[src/ssc_map.svh]
`ifndef SSC_MAP_SVH
`define SSC_MAP_SVH
// register byte addresses
`define SSC_ADDR_CTRL 12'h000
`define SSC_ADDR_STAT 12'h004
`define SSC_ADDR_DATA 12'h008
`define SSC_ADDR_PINS 12'h00c
`define SSC_ADDR_EVST 12'h010
`define SSC_ADDR_EVMSK 12'h014
// serial_control fields
`define SSC_CTRL_IE 7
`define SSC_CTRL_EN 6
`define SSC_CTRL_ORD 5
`define SSC_CTRL_MASTER_SELECT_BIT 4
`define SSC_CTRL_CLOCK_POLARITY 3
`define SSC_CTRL_CLOCK_PHASE 2
`define SSC_CTRL_RST 8'h00
// serial_status fields
`define SSC_STAT_FLAG 7
`define SSC_STAT_WCOL 6
`define SSC_STAT_DBL 0
// pin configuration fields
`define SSC_PINS_SS_DIR 0
`define SSC_PINS_MOSI_DIR 1
`define SSC_PINS_MISO_DIR 2
`define SSC_PINS_SCK_DIR 3
`define SSC_PINS_SS_LEVEL 4
`define SSC_PINS_RST 8'h00
// event status / mask fields
`define SSC_EV_DONE 0
`define SSC_EV_FALL 1
`define SSC_EV_COL 2
`define SSC_EV_RST 3'h0
// last bit index and last link edge index of a byte
`define SSC_LAST_BIT 3'h7
`define SSC_LAST_EDGE 5'h0f
// ceiling for one master byte, above the slowest rate's 1024 cycles
`define SSC_RUN_MAX 11'h44c
`endif

[src/ssc_pkg.sv]
`default_nettype none
package ssc_pkg;
  typedef enum logic {SSC_M_IDLE, SSC_M_RUN} ssc_state_t;
  typedef struct packed {
    logic sck;
    logic mosi;
    logic miso;
    logic ss;
  } ssc_pins_t;
endpackage
`default_nettype wire

[src/ssc_top.sv]
// The APB register port and the placing of the registers were left to the implementer.
`include "ssc_map.svh"
`default_nettype none
module ssc_top import ssc_pkg::*; (
  // apb
  input wire logic pclk,
  input wire logic presetn,
  input wire logic psel,
  input wire logic penable,
  input wire logic pwrite,
  input wire logic [11:0] paddr,
  input wire logic [31:0] pwdata,
  output var logic [31:0] prdata,
  output var logic pready,
  output var logic pslverr,
  // cpu side
  input wire logic cpu_irq_enable,
  input wire logic irq_vector_ack,
  output var logic irq,
  // serial pins
  input wire ssc_pins_t pin_in,
  output var ssc_pins_t pin_out,
  output var ssc_pins_t pin_oe
);
  logic [7:0] ctrl;
  logic [7:0] pins_cfg;
  logic [7:0] shreg;
  logic [7:0] rx_buf;
  logic flag;
  logic wcol;
  logic dbl;
  logic arm;
  logic [2:0] ev_st;
  logic [2:0] ev_msk;
  ssc_pins_t sync1;
  ssc_pins_t sync2;
  logic sck_d;
  ssc_state_t state;
  logic [6:0] half_cnt;
  logic [4:0] edge_cnt;
  logic [2:0] bit_cnt;
  logic sck_gen;
  logic [31:0] next_rdata;
  logic [10:0] run_len;

  function automatic logic [6:0] ssc_half(input logic [1:0] spr, input logic d);
    logic [6:0] h;
    h = 7'h00;
    case ({d, spr})
      3'b100: h = 7'h00;
      3'b000: h = 7'h01;
      3'b101: h = 7'h03;
      3'b001: h = 7'h07;
      3'b110: h = 7'h0f;
      3'b010: h = 7'h1f;
      3'b111: h = 7'h1f;
      default: h = 7'h3f;
    endcase
    return h;
  endfunction

  // bus decode
  wire acc = psel & penable & pready;
  wire wr = acc & pwrite;
  wire rd = acc & ~pwrite;
  wire hit_ctrl = paddr == `SSC_ADDR_CTRL;
  wire hit_stat = paddr == `SSC_ADDR_STAT;
  wire hit_data = paddr == `SSC_ADDR_DATA;
  wire hit_pins = paddr == `SSC_ADDR_PINS;
  wire hit_evst = paddr == `SSC_ADDR_EVST;
  wire hit_evmsk = paddr == `SSC_ADDR_EVMSK;
  wire hit_any = hit_ctrl | hit_stat | hit_data | hit_pins | hit_evst | hit_evmsk;

  // mode decode
  wire en = ctrl[`SSC_CTRL_EN];
  wire master_select_bit = ctrl[`SSC_CTRL_MASTER_SELECT_BIT];
  wire clock_polarity = ctrl[`SSC_CTRL_CLOCK_POLARITY];
  wire clock_phase = ctrl[`SSC_CTRL_CLOCK_PHASE];
  wire ord = ctrl[`SSC_CTRL_ORD];
  wire ss_lo = ~sync2.ss;
  wire slave_act = en & ~master_select_bit & ss_lo;
  wire fallback = en & master_select_bit & ~pins_cfg[`SSC_PINS_SS_DIR] & ss_lo;
  wire running = state == SSC_M_RUN;

  // link edges, slave from sampled clock, master from own divider
  wire s_lead = (sck_d == clock_polarity) & (sync2.sck != clock_polarity);
  wire s_trail = (sck_d != clock_polarity) & (sync2.sck == clock_polarity);
  wire m_tick = running & (half_cnt == 7'h00);
  wire m_lead = m_tick & ~edge_cnt[0];
  wire m_trail = m_tick & edge_cnt[0];
  wire m_done = m_tick & (edge_cnt == `SSC_LAST_EDGE);
  wire s_sample = slave_act & (clock_phase ? s_trail : s_lead);
  wire m_sample = running & master_select_bit & (clock_phase ? m_trail : m_lead);
  wire sample = s_sample | m_sample;
  wire din = master_select_bit ? sync2.miso : sync2.mosi;
  wire [7:0] next_sh = ord ? {din, shreg[7:1]} : {shreg[6:0], din};
  wire byte_done = sample & (bit_cnt == `SSC_LAST_BIT);
  wire done_ev = master_select_bit ? m_done : (byte_done & slave_act);
  wire busy = running | (slave_act & (bit_cnt != 3'h0));
  wire tx_bit = ord ? shreg[0] : shreg[7];

  // data register side effects
  wire data_wr = wr & hit_data;
  wire data_acc = acc & hit_data;
  wire tx_load = data_wr & ~busy;
  wire collide = data_wr & busy;
  wire start = tx_load & en & master_select_bit & ~fallback;
  wire flag_clr = irq_vector_ack | (data_acc & arm);
  wire [2:0] ev_set = {collide, fallback, done_ev};
  wire [2:0] ev_clr = (wr & hit_evst) ? pwdata[2:0] : 3'h0;

  // fallback beats a software write of the master bit in the same cycle
  wire [7:0] wr_ctrl = (wr & hit_ctrl) ? pwdata[7:0] : ctrl;
  wire [7:0] next_ctrl = fallback ? (wr_ctrl & ~(8'h01 << `SSC_CTRL_MASTER_SELECT_BIT)) : wr_ctrl;

  // pin directions; slave forces everything but data-out to input
  wire [3:0] dir_cfg = {pins_cfg[`SSC_PINS_SCK_DIR], pins_cfg[`SSC_PINS_MOSI_DIR],
                        pins_cfg[`SSC_PINS_MISO_DIR], pins_cfg[`SSC_PINS_SS_DIR]};
  wire [3:0] oe_mst = {dir_cfg[3], dir_cfg[2], 1'b0, dir_cfg[0]};
  wire [3:0] oe_slv = {2'b00, dir_cfg[1] & ss_lo, 1'b0};
  wire [3:0] next_oe = en ? (master_select_bit ? oe_mst : oe_slv) : dir_cfg;
  wire next_irq = cpu_irq_enable & ((ctrl[`SSC_CTRL_IE] & flag) | (|(ev_st & ev_msk)));

  always_comb begin
    next_rdata = 32'h0000_0000;
    if (hit_ctrl) begin
      next_rdata = {24'h00_0000, ctrl};
    end else if (hit_stat) begin
      next_rdata = {24'h00_0000, flag, wcol, 5'h00, dbl};
    end else if (hit_data) begin
      next_rdata = {24'h00_0000, rx_buf};
    end else if (hit_pins) begin
      next_rdata = {24'h00_0000, pins_cfg};
    end else if (hit_evst) begin
      next_rdata = {29'h0000_0000, ev_st};
    end else if (hit_evmsk) begin
      next_rdata = {29'h0000_0000, ev_msk};
    end
  end

  // two-stage synchroniser, third stage for edge finding
  always_ff @(posedge pclk or negedge presetn) begin
    if (!presetn) begin
      sync1 <= 4'hf;
      sync2 <= 4'hf;
      sck_d <= 1'b1;
    end else begin
      sync1 <= pin_in;
      sync2 <= sync1;
      sck_d <= sync2.sck;
    end
  end

  // apb answer one cycle into the access phase
  always_ff @(posedge pclk or negedge presetn) begin
    if (!presetn) begin
      pready <= 1'b0;
      pslverr <= 1'b0;
      prdata <= 32'h0000_0000;
    end else begin
      pready <= psel & penable & ~pready;
      pslverr <= psel & penable & ~pready & ~hit_any;
      prdata <= (psel & ~pwrite) ? next_rdata : 32'h0000_0000;
    end
  end

  // software registers
  always_ff @(posedge pclk or negedge presetn) begin
    if (!presetn) begin
      ctrl <= `SSC_CTRL_RST;
      pins_cfg <= `SSC_PINS_RST;
      dbl <= 1'b0;
      ev_msk <= `SSC_EV_RST;
    end else begin
      ctrl <= next_ctrl;
      if (wr & hit_pins) begin
        pins_cfg <= pwdata[7:0];
      end
      if (wr & hit_stat) begin
        dbl <= pwdata[`SSC_STAT_DBL];
      end
      if (wr & hit_evmsk) begin
        ev_msk <= pwdata[2:0];
      end
    end
  end

  // flags: a set in the clearing cycle wins
  always_ff @(posedge pclk or negedge presetn) begin
    if (!presetn) begin
      flag <= 1'b0;
      wcol <= 1'b0;
      arm <= 1'b0;
      ev_st <= `SSC_EV_RST;
    end else begin
      flag <= done_ev | fallback | (flag & ~flag_clr);
      wcol <= collide | (wcol & ~(data_acc & arm));
      ev_st <= ev_set | (ev_st & ~ev_clr);
      if (rd & hit_stat & (flag | wcol)) begin
        arm <= 1'b1;
      end else if (data_acc) begin
        arm <= 1'b0;
      end
    end
  end

  // shifter; a deselected or disabled slave holds its counter at zero
  always_ff @(posedge pclk or negedge presetn) begin
    if (!presetn) begin
      shreg <= 8'h00;
      bit_cnt <= 3'h0;
      rx_buf <= 8'h00;
    end else begin
      if (tx_load) begin
        shreg <= pwdata[7:0];
        bit_cnt <= 3'h0;
      end else if (~en | fallback | (~master_select_bit & ~ss_lo)) begin
        bit_cnt <= 3'h0;
      end else if (sample) begin
        shreg <= next_sh;
        bit_cnt <= bit_cnt + 3'h1;
      end
      if (byte_done) begin
        rx_buf <= next_sh;
      end
    end
  end

  // master clock generator; abandons the byte on fallback or disable
  always_ff @(posedge pclk or negedge presetn) begin
    if (!presetn) begin
      state <= SSC_M_IDLE;
      half_cnt <= 7'h00;
      edge_cnt <= 5'h00;
      sck_gen <= 1'b0;
    end else begin
      case (state)
        SSC_M_IDLE: begin
          sck_gen <= clock_polarity;
          edge_cnt <= 5'h00;
          half_cnt <= ssc_half(ctrl[1:0], dbl);
          if (start) begin
            state <= SSC_M_RUN;
          end
        end
        SSC_M_RUN: begin
          if (fallback | ~en | ~master_select_bit) begin
            state <= SSC_M_IDLE;
            sck_gen <= clock_polarity;
          end else if (half_cnt == 7'h00) begin
            sck_gen <= ~sck_gen;
            half_cnt <= ssc_half(ctrl[1:0], dbl);
            edge_cnt <= edge_cnt + 5'h01;
            if (edge_cnt == `SSC_LAST_EDGE) begin
              state <= SSC_M_IDLE;
            end
          end else begin
            half_cnt <= half_cnt - 7'h01;
          end
        end
        default: state <= SSC_M_IDLE;
      endcase
    end
  end

  // pins and interrupt, all registered
  always_ff @(posedge pclk or negedge presetn) begin
    if (!presetn) begin
      pin_out <= 4'h0;
      pin_oe <= 4'h0;
      irq <= 1'b0;
    end else begin
      pin_out <= {sck_gen, tx_bit, tx_bit, pins_cfg[`SSC_PINS_SS_LEVEL]};
      pin_oe <= next_oe;
      irq <= next_irq;
    end
  end

  // saturating run length, so a hung byte cannot wrap back to zero
  always_ff @(posedge pclk or negedge presetn) begin
    if (!presetn) begin
      run_len <= 11'h000;
    end else if (!running) begin
      run_len <= 11'h000;
    end else if (run_len != `SSC_RUN_MAX) begin
      run_len <= run_len + 11'h001;
    end
  end
endmodule
`default_nettype wire

[config.mk]
export PLATFORM = sky130hd
export DESIGN_NAME = ssc_top
export DESIGN_NICKNAME = d
export VERILOG_FILES = /design/src/ssc_pkg.sv /design/src/ssc_top.sv
export VERILOG_INCLUDE_DIRS = /design/src
export SDC_FILE = /design/constraint.sdc
export NUM_CORES = 1
export LEC_CHECK = 0
export BUFFER_PORTS_ARGS = -buffer_cell sky130_fd_sc_hd__buf_2
export CAP_MARGIN = 20
export CORE_UTILIZATION = 50
export DETAILED_ROUTE_END_ITERATION = 7
export PLACE_DENSITY = 0.74
export SLEW_MARGIN = 15
export SYNTH_ARGS = -nofsm -noshare
export SYNTH_HDL_FRONTEND = slang
export SYNTH_SLANG_ARGS = --single-unit
[constraint.sdc]
create_clock -name pclk -period 5.4 [get_ports pclk]
set_clock_uncertainty 0.05 [all_clocks]
set_input_delay 0.27 -clock pclk [delete_from_list [all_inputs] [get_ports pclk]]
set_output_delay 0.27 -clock pclk [all_outputs]
set_load 0.005 [all_outputs]
=== Yosys cells after proc, flatten, opt, wreduce, memory -nomap -nowiden ===
Cells that the tools add are included.

* Reductions and logical operators: 12
* Bitwise operators: 79
* Equal/unequal tests: 21
* Mux-type cells: 41
* $add $sub $neg: 3

{| class="wikitable"
|+ Operator list
! kind !! count
|-
| two-way mux 32 bit || 5
|-
| AND 1 bit || 45
|-
| two-way mux 8 bit || 5
|-
| case mux 6 bit (6 select lines) || 1
|-
| == test 12 x 4 -> 1 bit (second input constant) || 2
|-
| == test 12 x 5 -> 1 bit (second input constant) || 2
|-
| two-way mux 3 bit || 6
|-
| OR 1 bit || 16
|-
| == test 3 bit (second input constant) || 5
|-
| two-way mux 5 bit || 3
|-
| two-way mux 7 bit || 2
|-
| inverter 1 bit || 14
|-
| case mux 7 bit (2 select lines) || 1
|-
| two-way mux 1 bit || 13
|-
| == test 12 x 3 -> 1 bit (second input constant) || 1
|-
| zero test 12 bit || 1
|-
| case mux 5 bit (2 select lines) || 1
|-
| two-way mux 4 bit || 2
|-
| zero test 7 bit || 1
|-
| subtractor 7 x 1 -> 7 bit (second input constant) || 1
|-
| AND 3 bit || 2
|-
| nonzero test 2 bit || 3
|-
| nonzero test 3 bit || 2
|-
| adder 5 x 1 -> 5 bit (second input constant) || 1
|-
| other kinds (16) || 21
|}

* Bits in registers: 110
* Bits of input ports: 55
* Logic and storage cells: 192
* Output and inout bits: 43

=== Logic depth before layout (Yosys ltp) ===
Gate-level depths: netlist of run 1.

* Depth after elaboration: 12
* Mapped depth: 8
* Gate-level depth less buffers: 7

=== Worst setup path before layout of run 1 ===
No wires, ideal clock.

* Kind: reg2reg
* Start: reg half_cnt[0]
* End: reg rx_buf[5]
* Path buffers: 1
* Data arrival time: 1.900 ns
* Setup time: 0.082 ns
* Path slack: 3.368 ns
* Period minus slack after synthesis: 2.032 ns
* Required time: 5.268 ns
* Cell stages (with the launch flop): 9
* Path through: dfrtp_1 -> inv_1 -> ha_1 -> or3b_2 -> nor2_2 -> o2bb2ai_2 -> buf_2 -> a21oi_1 -> a31oi_1

* Cells in the longest elaborated chain, start to end: 7
* Elaborated cells between the ends (all ways): 8
* Those cells by class: 1 x mux; 6 x bitwise; 1 x reduce/logical

{| class="wikitable"
|+ RTL lines
! what !! line !! source
|-
| start, declared || ssc_top.sv:39 || <nowiki>logic [6:0] half_cnt;</nowiki>
|-
| start signal, assigned || ssc_top.sv:241 || <nowiki>half_cnt <= ssc_half(ctrl[1:0], dbl);</nowiki>
|-
| start signal, assigned || ssc_top.sv:252 || <nowiki>half_cnt <= ssc_half(ctrl[1:0], dbl);</nowiki>
|-
| start signal, assigned || ssc_top.sv:258 || <nowiki>half_cnt <= half_cnt - 7'h01;</nowiki>
|-
| zero test 7 bit * || ssc_top.sv:88 || <nowiki>wire m_tick = running & (half_cnt == 7'h00);</nowiki>
|-
| AND 1 bit * || ssc_top.sv:88 ||
|-
| AND 1 bit (on tied branches) || ssc_top.sv:89, ssc_top.sv:90 ||
|-
| two-way mux 1 bit * || ssc_top.sv:93 || <nowiki>wire m_sample = running & master_select_bit & (clock_phase ? m_trail : m_lead);</nowiki>
|-
| AND 1 bit * || ssc_top.sv:93 ||
|-
| OR 1 bit * || ssc_top.sv:94 || <nowiki>wire sample = s_sample | m_sample;</nowiki>
|-
| AND 1 bit * || ssc_top.sv:97 || <nowiki>wire byte_done = sample & (bit_cnt == `SSC_LAST_BIT);</nowiki>
|-
| end signal, assigned || ssc_top.sv:224 || <nowiki>rx_buf <= next_sh;</nowiki>
|-
| end, declared || ssc_top.sv:28 || <nowiki>logic [7:0] rx_buf;</nowiki>
|}

Mark *: on every way between the ends. The rest lies on a longest branch, timed or not.
A chain may end at the register's enable or synchronous reset.

=== Worst setup path in the final report of run 1 ===
* Start: reg half_cnt[0]
* End: reg rx_buf[0]

Same word-level chain as after synthesis.

==> results.toml, run 1 <==
[min_path]
min_path_type = "in2reg"

[global_route]
antenna_found_initial = 0
grt_util_met2_pct = 35.17
grt-ovfl-total = 0
grt_pass1_wl_um = 14850
grtUsageMet3_pct = 2.923
top_usage_layer = "met2"
globalRouteMet1Util_pct = 28.57
grt_pass1_vias = 2986
grt_use_total_pct = 21.51
grt_max_degree = 87

[yosys]
synth_ff_type = "dfrtp_1"
syn_inst = 418
async_reset_ff_share_pct = 100.0
synth_largest_area_cell = "dfrtp_1"
synth_commonest_cells = "77 x dfrtp_1, 41 x nand2_1, 26 x buf_4, 21 x a21oi_1, 21 x mux2_2"
yosysMostFrequentCell = "dfrtp_1"
netlist_area_um2 = 4432
ys_ff_latch = 86
ys_warn_count = 0
synth_edf_count = 0
synthTopCellsByArea = "dfrtp_1 43%, dfstp_2 5.3%, mux2_2 5.3%"
synth.distinct_cells = 61
yosys.area.top_type_share_pct = 43.48
ys_seq_area_share_pct = 48.81
syn_area_per_cell_um2 = 10.60

[worst_setup_path]
end_kind = "flop"
start_kind = "flop"
crit_fanout = 23
worst-setup-path-type = "reg2reg"
path_cells = "inv_1, ha_1, or3b_2, nor2_2, o2bb2ai_2, nand2_1, mux2_2"
cp_slowest_stage_delay_ps = 500
required_ps = 5600
arrival_ps = 2890
crit_slowest_cell = "or3b_2"

[outcome]
outcome = "finished, final reports clean"

[floorplan]
rows = 33
start_util_pct = 52.87
ioPinCount = 98
die-area_um2 = 9244
core_um2 = 8382
die_height_um = 96.15
fp.dieW_um = 96.15

[cts]
cts_buffers = 9
cts.htree.levels = 3
insertion_delay_ps = 360
ctsResizeCount = 0
cts_root_buf = "clkbuf_8"
clkSlewWorstSetupHoldPaths_ps = 90
cts_tree = "yes"
clockBufferDepth = 2
cts_sinks = 86

[pwr]
p_sw_share_pct = 23.52
power.switching_uw = 272.0
pwr_density_cell_nw_per_um2 = 237.4
comb_power_share_pct = 5.0
p_clk_share_pct = 38.6
seq_power_share_pct = 56.4
leakagePower_uw = 0.002327
ir_drop_uv = 105.9
p_int_uw = 884.6

[final_layout]
drive_gt1_share_pct = 25.16
nets = 526
diodes = 0
final_cells = 574
postLayoutCellArea_um2 = 4872
area_delta_synth_final_pct = 9.938

[sta]
fmax_ghz = 0.3723
fin_crit_sh_pct = 49.74
setup_tns_ps = 0
relSlewSlack_pct = 35.77
hold_viol = 0
rsz0062_at_grt = "false"
slew_violations = 0
setup_viol = 0
min_period_ps = 2686
worst_pin_slew_ps = 959.7

[place]
place_inst = 552
port_buffers = 49
post_dp_cell_area_um2 = 4603
dp_hpwl_um = 6576
gp_congestion = 0.8642

[route]
drc = 0
vias = 3199
first_pass_iters = 4
first_iter_violations = 130
wire_per_inst_um = 16.36
drt_wl_total_um = 9393
vias_per_cell = 5.573
ant_nets = 0

[flow_run]
drv_cap = 0
[per-stage QoR]
stage | total power, µW | hold slack (ps) | utilization (%) | setup WS, ps
after floorplan | 699.5 | -75.59 | - | 3368
after global placement | 717.3 | 297.4 | 54.92 | 2796
after detailed placement | 718.2 | 296.8 | 54.92 | 2761
after CTS | 1161 | 101.6 | 57.68 | 2724
after global routing | 1200 | 107.1 | 58.13 | 2575
final | 1157 | 109.4 | 58.13 | 2714
[kinds of logic (layout without fill, tap and decap cells)]
logic type | Yosys count | count (layout) | share of synthesized area (%)
AND/OR/NAND/NOR | 125 | 125 | 15.67
AO/OA/AOI/OAI | 94 | 94 | 14.14
adder cells (fa/ha/maj) | 7 | 7 | 1.976
flip-flops | 86 | 86 | 48.81
XOR/XNOR | 7 | 7 | 1.383
multiplexers | 39 | 39 | 9.938
other | 1 | 24 | 0.08462
buffers and inverters | 59 | 87 | 7.990
[power groups by stage]
stage	Combinational [µW]	Clock [µW]	Sequential, µW
3_5_place_dp	52.9	0	665
4_1_cts	55.3	453	653
5_1_grt	65.6	481	653
6_report	57.8	446	653
2_1_floorplan	34.5	0	665
3_3_place_gp	52.1	0	665
[critical path: cells and delay by family (launching register included)]
kind,cells,cell delay (ps)
fa+ha+maj,1,160
simple gates,3,1060
buf+inv,1,110
flops,1,390
compound gates,1,480
mux,1,310
[worst paths after layout]
path                            cells after the start  slack [ps]                 endpoint                    start
min in group asynchronous                           2         340      sck_gen$_DFFE_PN0P_                  presetn
worst max-delay path                                7        2710    rx_buf[0]$_DFFE_PN0P_  half_cnt[0]$_DFFE_PN0P_
max in group asynchronous                           3        4350         pready$_DFF_PN0_                  presetn
worst min register to register                      0         310       sync2[3]$_DFF_PN1_       sync1[3]$_DFF_PN1_
worst min-delay path                                2         110  pins_cfg[5]$_DFFE_PN0P_                pwdata[5]
worst max register to register                      7        2710    rx_buf[0]$_DFFE_PN0P_  half_cnt[0]$_DFFE_PN0P_
[per-layer routing]
layer	vias up	routed length, µm	share of wire (%)
met5	-	0	0
met4	0	193	2.1
met3	20	424	4.5
met2	86	4568	49
met1	1563	4207	45
li1	1530	-	-
[what timing repair did]
action | 4_1_cts | 5_1_grt
hold buffers | 4 | 1
buffers inserted | 0 | 0
hold endpoints to repair | 4 | 23
[registers in the layout (all words and copies together), names as in the netlist, 4 cells and up]
| register | flops |
|---|---|
| half_cnt | 7 |
| edge_cnt | 5 |
| rx_buf | 8 |
| pin_oe | 4 |
| ctrl | 8 |
| sync2 | 4 |
| prdata | 8 |
| sync1 | 4 |
| pins_cfg | 8 |
| shreg | 8 |
[cell usage in the layout, fill, tap and decap left out, types with 10 or more instances in the layout]
cell,count
dfrtp_1,77
o21ai_0,16
inv_1,16
conb_1,24
mux2_2,21
buf_2,48
nor2_1,19
mux2i_1,14
a31oi_1,10
a21oi_1,21
nand2_1,41
[cell type report]
type / instances / area, µm²
sequential: 86 / 2163
clock inverter: 5 / 60.06
inverter: 16 / 60.06
clock buffer: 11 / 131.4
tap: 105 / 131.4
timing repair buffer: 55 / 325.3
fill: 735 / 3510
multi-input combinational: 296 / 2001
Note: power is estimated with default switching activity, not from simulation.
==> run 2, diff against run 1 <==
==> constraint.sdc (replaced) <==
create_clock -name pclk -period 2.8 [get_ports pclk]
set_clock_uncertainty 0.05 [all_clocks]
set_input_delay 0.14 -clock pclk [delete_from_list [all_inputs] [get_ports pclk]]
set_output_delay 0.14 -clock pclk [all_outputs]
set_load 0.005 [all_outputs]
==> results.toml, run 2 (synthesized netlist as in run 1, its figures left out) <==
[route]
vias = 3260
vias_per_cell = 5.573
first_iter_violations = 254
first_pass_iters = 4
ant_nets = 0
drt_wl_total_um = 9485
wire_per_inst_um = 16.21
drc = 0

[floorplan]
core_um2 = 8382
ioPinCount = 98
die_height_um = 96.15
start_util_pct = 52.87
fp.dieW_um = 96.15
rows = 33
die-area_um2 = 9244

[sta]
rsz0062_at_grt = "false"
slew_violations = 0
min_period_ps = 2266
fmax_ghz = 0.4413
hold_viol = 0
setup_viol = 0
setup_tns_ps = 0
worst_pin_slew_ps = 712.1
fin_crit_sh_pct = 80.92
relSlewSlack_pct = 52.16
holdWs_ps = 17.48

[cts]
cts.htree.levels = 3
cts_root_buf = "clkbuf_8"
cts_sinks = 86
insertion_delay_ps = 350
cts_buffers = 9
ctsResizeCount = 0
clockBufferDepth = 2
post_cts_buffers = 0
cts_tree = "yes"
clkSlewWorstSetupHoldPaths_ps = 80

[pwr]
leakagePower_uw = 0.002399
ir_drop_uv = 290.1
p_total_uw = 2259
pwr_density_cell_nw_per_um2 = 453.7

[worst_setup_path]
arrival_ps = 2460
crit_fanout = 19
r2r_slack_ps = 530
path_cells = "inv_1, ha_1, or3b_2, nor2_2, o2bb2ai_2, buf_4, a21boi_0, o22a_1"
worst-setup-path-type = "reg2reg"
cp_slowest_stage_delay_ps = 500
start_kind = "flop"
required_ps = 2990
crit_slowest_cell = "or3b_2"
end_kind = "flop"

[flow_run]
drv_cap = 0

[global_route]
top_usage_layer = "met2"
grt_pass1_vias = 3130
grt-ovfl-total = 0
grt_util_met2_pct = 36.70
grt_pass1_wl_um = 15570
antenna_found_initial = 0
grtUsageMet3_pct = 4.976
grt_use_total_pct = 22.44
globalRouteMet1Util_pct = 29.57
grt_max_degree = 87

[final_layout]
postLayoutCellArea_um2 = 4979
drive_gt1_share_pct = 25.83
area_delta_synth_final_pct = 12.34
seq_area_um2 = 2163
nets = 537
multi_input_area_um2 = 2001
diodes = 0
final_util_pct = 59.40
layout_common_cells = "77 x dfrtp_1, 48 x buf_2, 41 x nand2_1"
mostFrequentLayoutCell = "dfrtp_1"
num-fill-cells = 710

[place]
dp_hpwl_um = 6678
port_buffers = 49
post_dp_cell_area_um2 = 4641
gp_congestion = 0.8694

[min_path]
min_path_type = "in2reg"

[outcome]
outcome = "finished, final reports clean"
run 2: cell count changes in the layout (fill, tap and decap cells not counted), sizes merged:
cell / previous run / this run
clkinvlp: 4 / 0
buf: 50 / 55
clkinv: 0 / 3
dlygate4sd3: 5 / 11
clkbuf: 11 / 12
run 2: per-layer routing:
layer,vias up,part of all wire [%]
met4,0,1.4
li1,1541,-
met1,1596,44
met2,110,50
met5,-,0
met3,13,5.0
run 2: critical path, delay by kind of cell (launching register included):
family	cells	cell delay, ps
compound gates	3	530
simple gates	2	650
buf+inv	2	400
flops	1	380
fa+ha+maj	1	160
run 2: final timing paths:
check,startpoint,endpoint,cells after the start
worst max-delay path,half_cnt[0]$_DFFE_PN0P_,shreg[0]$_DFFE_PN0P_,8
worst min-delay path,pwdata[7],pins_cfg[7]$_DFFE_PN0P_,2
worst max register to register,half_cnt[0]$_DFFE_PN0P_,shreg[0]$_DFFE_PN0P_,8
worst min register to register,sync1[3]$_DFF_PN1_,sync2[3]$_DFF_PN1_,0
max in group asynchronous,presetn,ctrl[7]$_DFFE_PN0P_,3
min in group asynchronous,presetn,bit_cnt[0]$_DFFE_PN0P_,2
run 2: report_power, final:
part	internal, µW	switching [µW]	leakage (µW)
sequential	1250	4.49	0.00114
combinational	44.3	74.3	0.00115
clock	457	424	0.000106
run 2: layout make-up:
class / count / area share, %
Clock buffer: 12 / 3.116
Clock inverter: 4 / 0.9048
Inverter: 16 / 1.206
Multi-Input combinational cell: 296 / 40.19
Sequential cell: 86 / 43.45
Tap cell: 105 / 2.639
Timing Repair Buffer: 66 / 8.495
run 2: metrics by stage:
step | worst slack, ps | cells
5_1_grt | 396.1 | 585
4_1_cts | 526.0 | 584
3_3_place_gp | 574.7 | 557
6_report | 534.2 | 585
2_1_floorplan | 767.7 | 441
3_5_place_dp | 550.0 | 557
run 2: what timing repair did:
item	CTS	global route
endpoints found under the hold margin	86	0
endpoints found under the setup margin	0	0
hold buffers	11	0
==> run 3, diff against run 2 <==
--- a/config.mk
+++ b/config.mk
@@ -6,11 +6,12 @@
 export SDC_FILE = /design/constraint.sdc
 export NUM_CORES = 1
 export LEC_CHECK = 0
+export ABC_AREA = 1
 export BUFFER_PORTS_ARGS = -buffer_cell sky130_fd_sc_hd__buf_2
 export CAP_MARGIN = 20
-export CORE_UTILIZATION = 50
+export CORE_UTILIZATION = 49
 export DETAILED_ROUTE_END_ITERATION = 7
-export PLACE_DENSITY = 0.74
+export PLACE_DENSITY = 0.76
 export SLEW_MARGIN = 15
 export SYNTH_ARGS = -nofsm -noshare
 export SYNTH_HDL_FRONTEND = slang
==> constraint.sdc (replaced) <==
create_clock -name pclk -period 1.8 [get_ports pclk]
set_clock_uncertainty 0.05 [all_clocks]
set_input_delay 0.09 -clock pclk [delete_from_list [all_inputs] [get_ports pclk]]
set_output_delay 0.09 -clock pclk [all_outputs]
set_load 0.005 [all_outputs]
==> results.toml, run 3 <==
[outcome]
outcome = "finished, final reports clean"

[route]
drc = 0
wire_per_inst_um = 13.86
drt_wl_total_um = 10410
vias = 3918
first_pass_iters = 5
ant_nets = 0
vias_per_cell = 5.217
first_iter_violations = 262

[yosys]
synth_edf_count = 0
syn_area_per_cell_um2 = 8.112
ys_warn_count = 0
ys_ff_latch = 86
yosysMostFrequentCell = "nand2_1"
async_reset_ff_share_pct = 100.0
yosys.area.top_type_share_pct = 43.03
synth_ff_type = "dfrtp_1"
netlist_area_um2 = 4478
synth_commonest_cells = "149 x nand2_1, 77 x dfrtp_1, 69 x inv_1, 41 x o21ai_0, 39 x nand3_1"
synth.distinct_cells = 41
synthTopCellsByArea = "dfrtp_1 43%, nand2_1 12%, inv_1 5.8%"
synth_largest_area_cell = "dfrtp_1"
syn_inst = 552
ys_seq_area_share_pct = 48.31

[global_route]
grt_pass1_wl_um = 17540
antenna_found_initial = 0
grt_pass1_vias = 3791
grt_use_total_pct = 23.44
grt-ovfl-total = 0
grt_max_degree = 53

[sta]
min_period_ps = 1694
finalWorstSetupSlack_ps = 106.4
fin_crit_sh_pct = 94.09
rsz0062_at_grt = "true"
fmax_ghz = 0.5905
hold_viol = 0
setup_viol = 0
slew_violations = 0

[pwr]
leakagePower_uw = 0.002790
pwr_density_cell_nw_per_um2 = 667.8
p_total_uw = 3535
ir_drop_uv = 380.6

[worst_setup_path]
crit_fanout = 4
crit_buf_inv = 1
cp_slowest_stage_delay_ps = 580
path_delay_family = "simple AND/OR/NAND/NOR gates"
start_kind = "flop"
end_kind = "flop"
path_cells = "inv_1, nand4_1, nand3_2, nor2_1, nand2_1, o21ai_0, nand2_1, nand2_1"
arrival_ps = 1950
worst-setup-path-type = "reg2reg"
crit_slowest_cell = "dfstp_2"
critPathMostFrequentCell = "nand2_1"
required_ps = 2060

[floorplan]
ioPinCount = 98
rows = 34
die-area_um2 = 9525
fp.dieW_um = 97.60
core_um2 = 8763
start_util_pct = 51.10
die_height_um = 97.60

[cts]
cts.htree.levels = 3
insertion_delay_ps = 380
cts_buffers = 9
cts_sinks = 86
clkSlewWorstSetupHoldPaths_ps = 100
cts_tree = "yes"
clockBufferDepth = 2
cts_root_buf = "clkbuf_8"

[final_layout]
final_cells = 751
postLayoutCellArea_um2 = 5294
mostFrequentLayoutCell = "nand2_1"
layout_common_cells = "149 x nand2_1, 77 x dfrtp_1, 69 x inv_1"
diodes = 0
drive_gt1_share_pct = 19.91
area_delta_synth_final_pct = 18.22
nets = 700

[place]
post_dp_cell_area_um2 = 4888
port_buffers = 49
dp_hpwl_um = 7714
post-place-ws_ps = 63.55
place_inst = 717
gp_congestion = 0.8561

[min_path]
min_path_type = "in2reg"

[flow_run]
drv_cap = 0
[run 3: per-stage QoR]
step / hold WS (ps) / util [%] / TNS [ps]
after floorplan: -255.6 / - / 0
after global placement: 22.04 / 55.78 / 0
after detailed placement: 26.84 / 55.78 / 0
after CTS: 33.61 / 59.92 / 0
after global routing: 47.48 / 60.41 / -140.9
final: 59.51 / 60.41 / 0
[run 3: what timing repair did]
item,CTS,global route
endpoints found under the setup margin,0,26
resized for setup,0,7
hold buffers,16,0
endpoints found under the hold margin,52,0
setup buffers,0,2
[run 3: layer usage]
metal / share of wire (%) / track usage, %
met5: 0 / 0
met2: 49 / 39.59
met3: 6.2 / 5.683
met4: 1.7 / 6.787
met1: 43 / 29.83
[run 3: path summary, 6_finish.rpt]
kind / start / cells after the start / slack [ps] / to
max reg2reg: sync2[0]$_DFF_PN1_ / 8 / 110 / half_cnt[4]$_DFFE_PN0P_
min: psel / 3 / 60 / arm$_DFFE_PN0P_
min in group asynchronous: presetn / 2 / 150 / rx_buf[5]$_DFFE_PN0P_
min reg2reg: sync1[1]$_DFF_PN1_ / 0 / 310 / sync2[1]$_DFF_PN1_
max: sync2[0]$_DFF_PN1_ / 8 / 110 / half_cnt[4]$_DFFE_PN0P_
max in group asynchronous: presetn / 3 / 850 / sync1[3]$_DFF_PN1_
[run 3: where the power goes]
part / internal (µW) / switching, µW
registers: 1950 / 6.21
clock network: 562 / 826
logic: 68.6 / 122
total: 2580 / 953
[run 3: worst reg2reg max path, cell delays in order (launching register included)]
cell and delay (ps):
dfstp_2 580, inv_1 50, nand4_1 180, nand3_2 150, nor2_1 200, nand2_1 140
o21ai_0 170, nand2_1 60, nand2_1 60
[run 3: layout make-up]
type	count	area (µm²)
Multi-Input combinational cell	381	1908
Clock inverter	7	78.83
Timing Repair Buffer	87	610.6
Inverter	73	274.0
Clock buffer	9	123.9
Fill cell	784	3470
Tap cell	108	135.1
Sequential cell	86	2163
[run 3: cells by family after synthesis]
logic type	Yosys count	share of synthesized area, %
compound gates	89	11.51
xor+xnor	5	0.9779
flops	86	48.31
buf+inv	108	11.62
fa+ha+maj	7	1.956
mux	1	0.2235
other cells	1	0.08374
simple gates	255	25.31
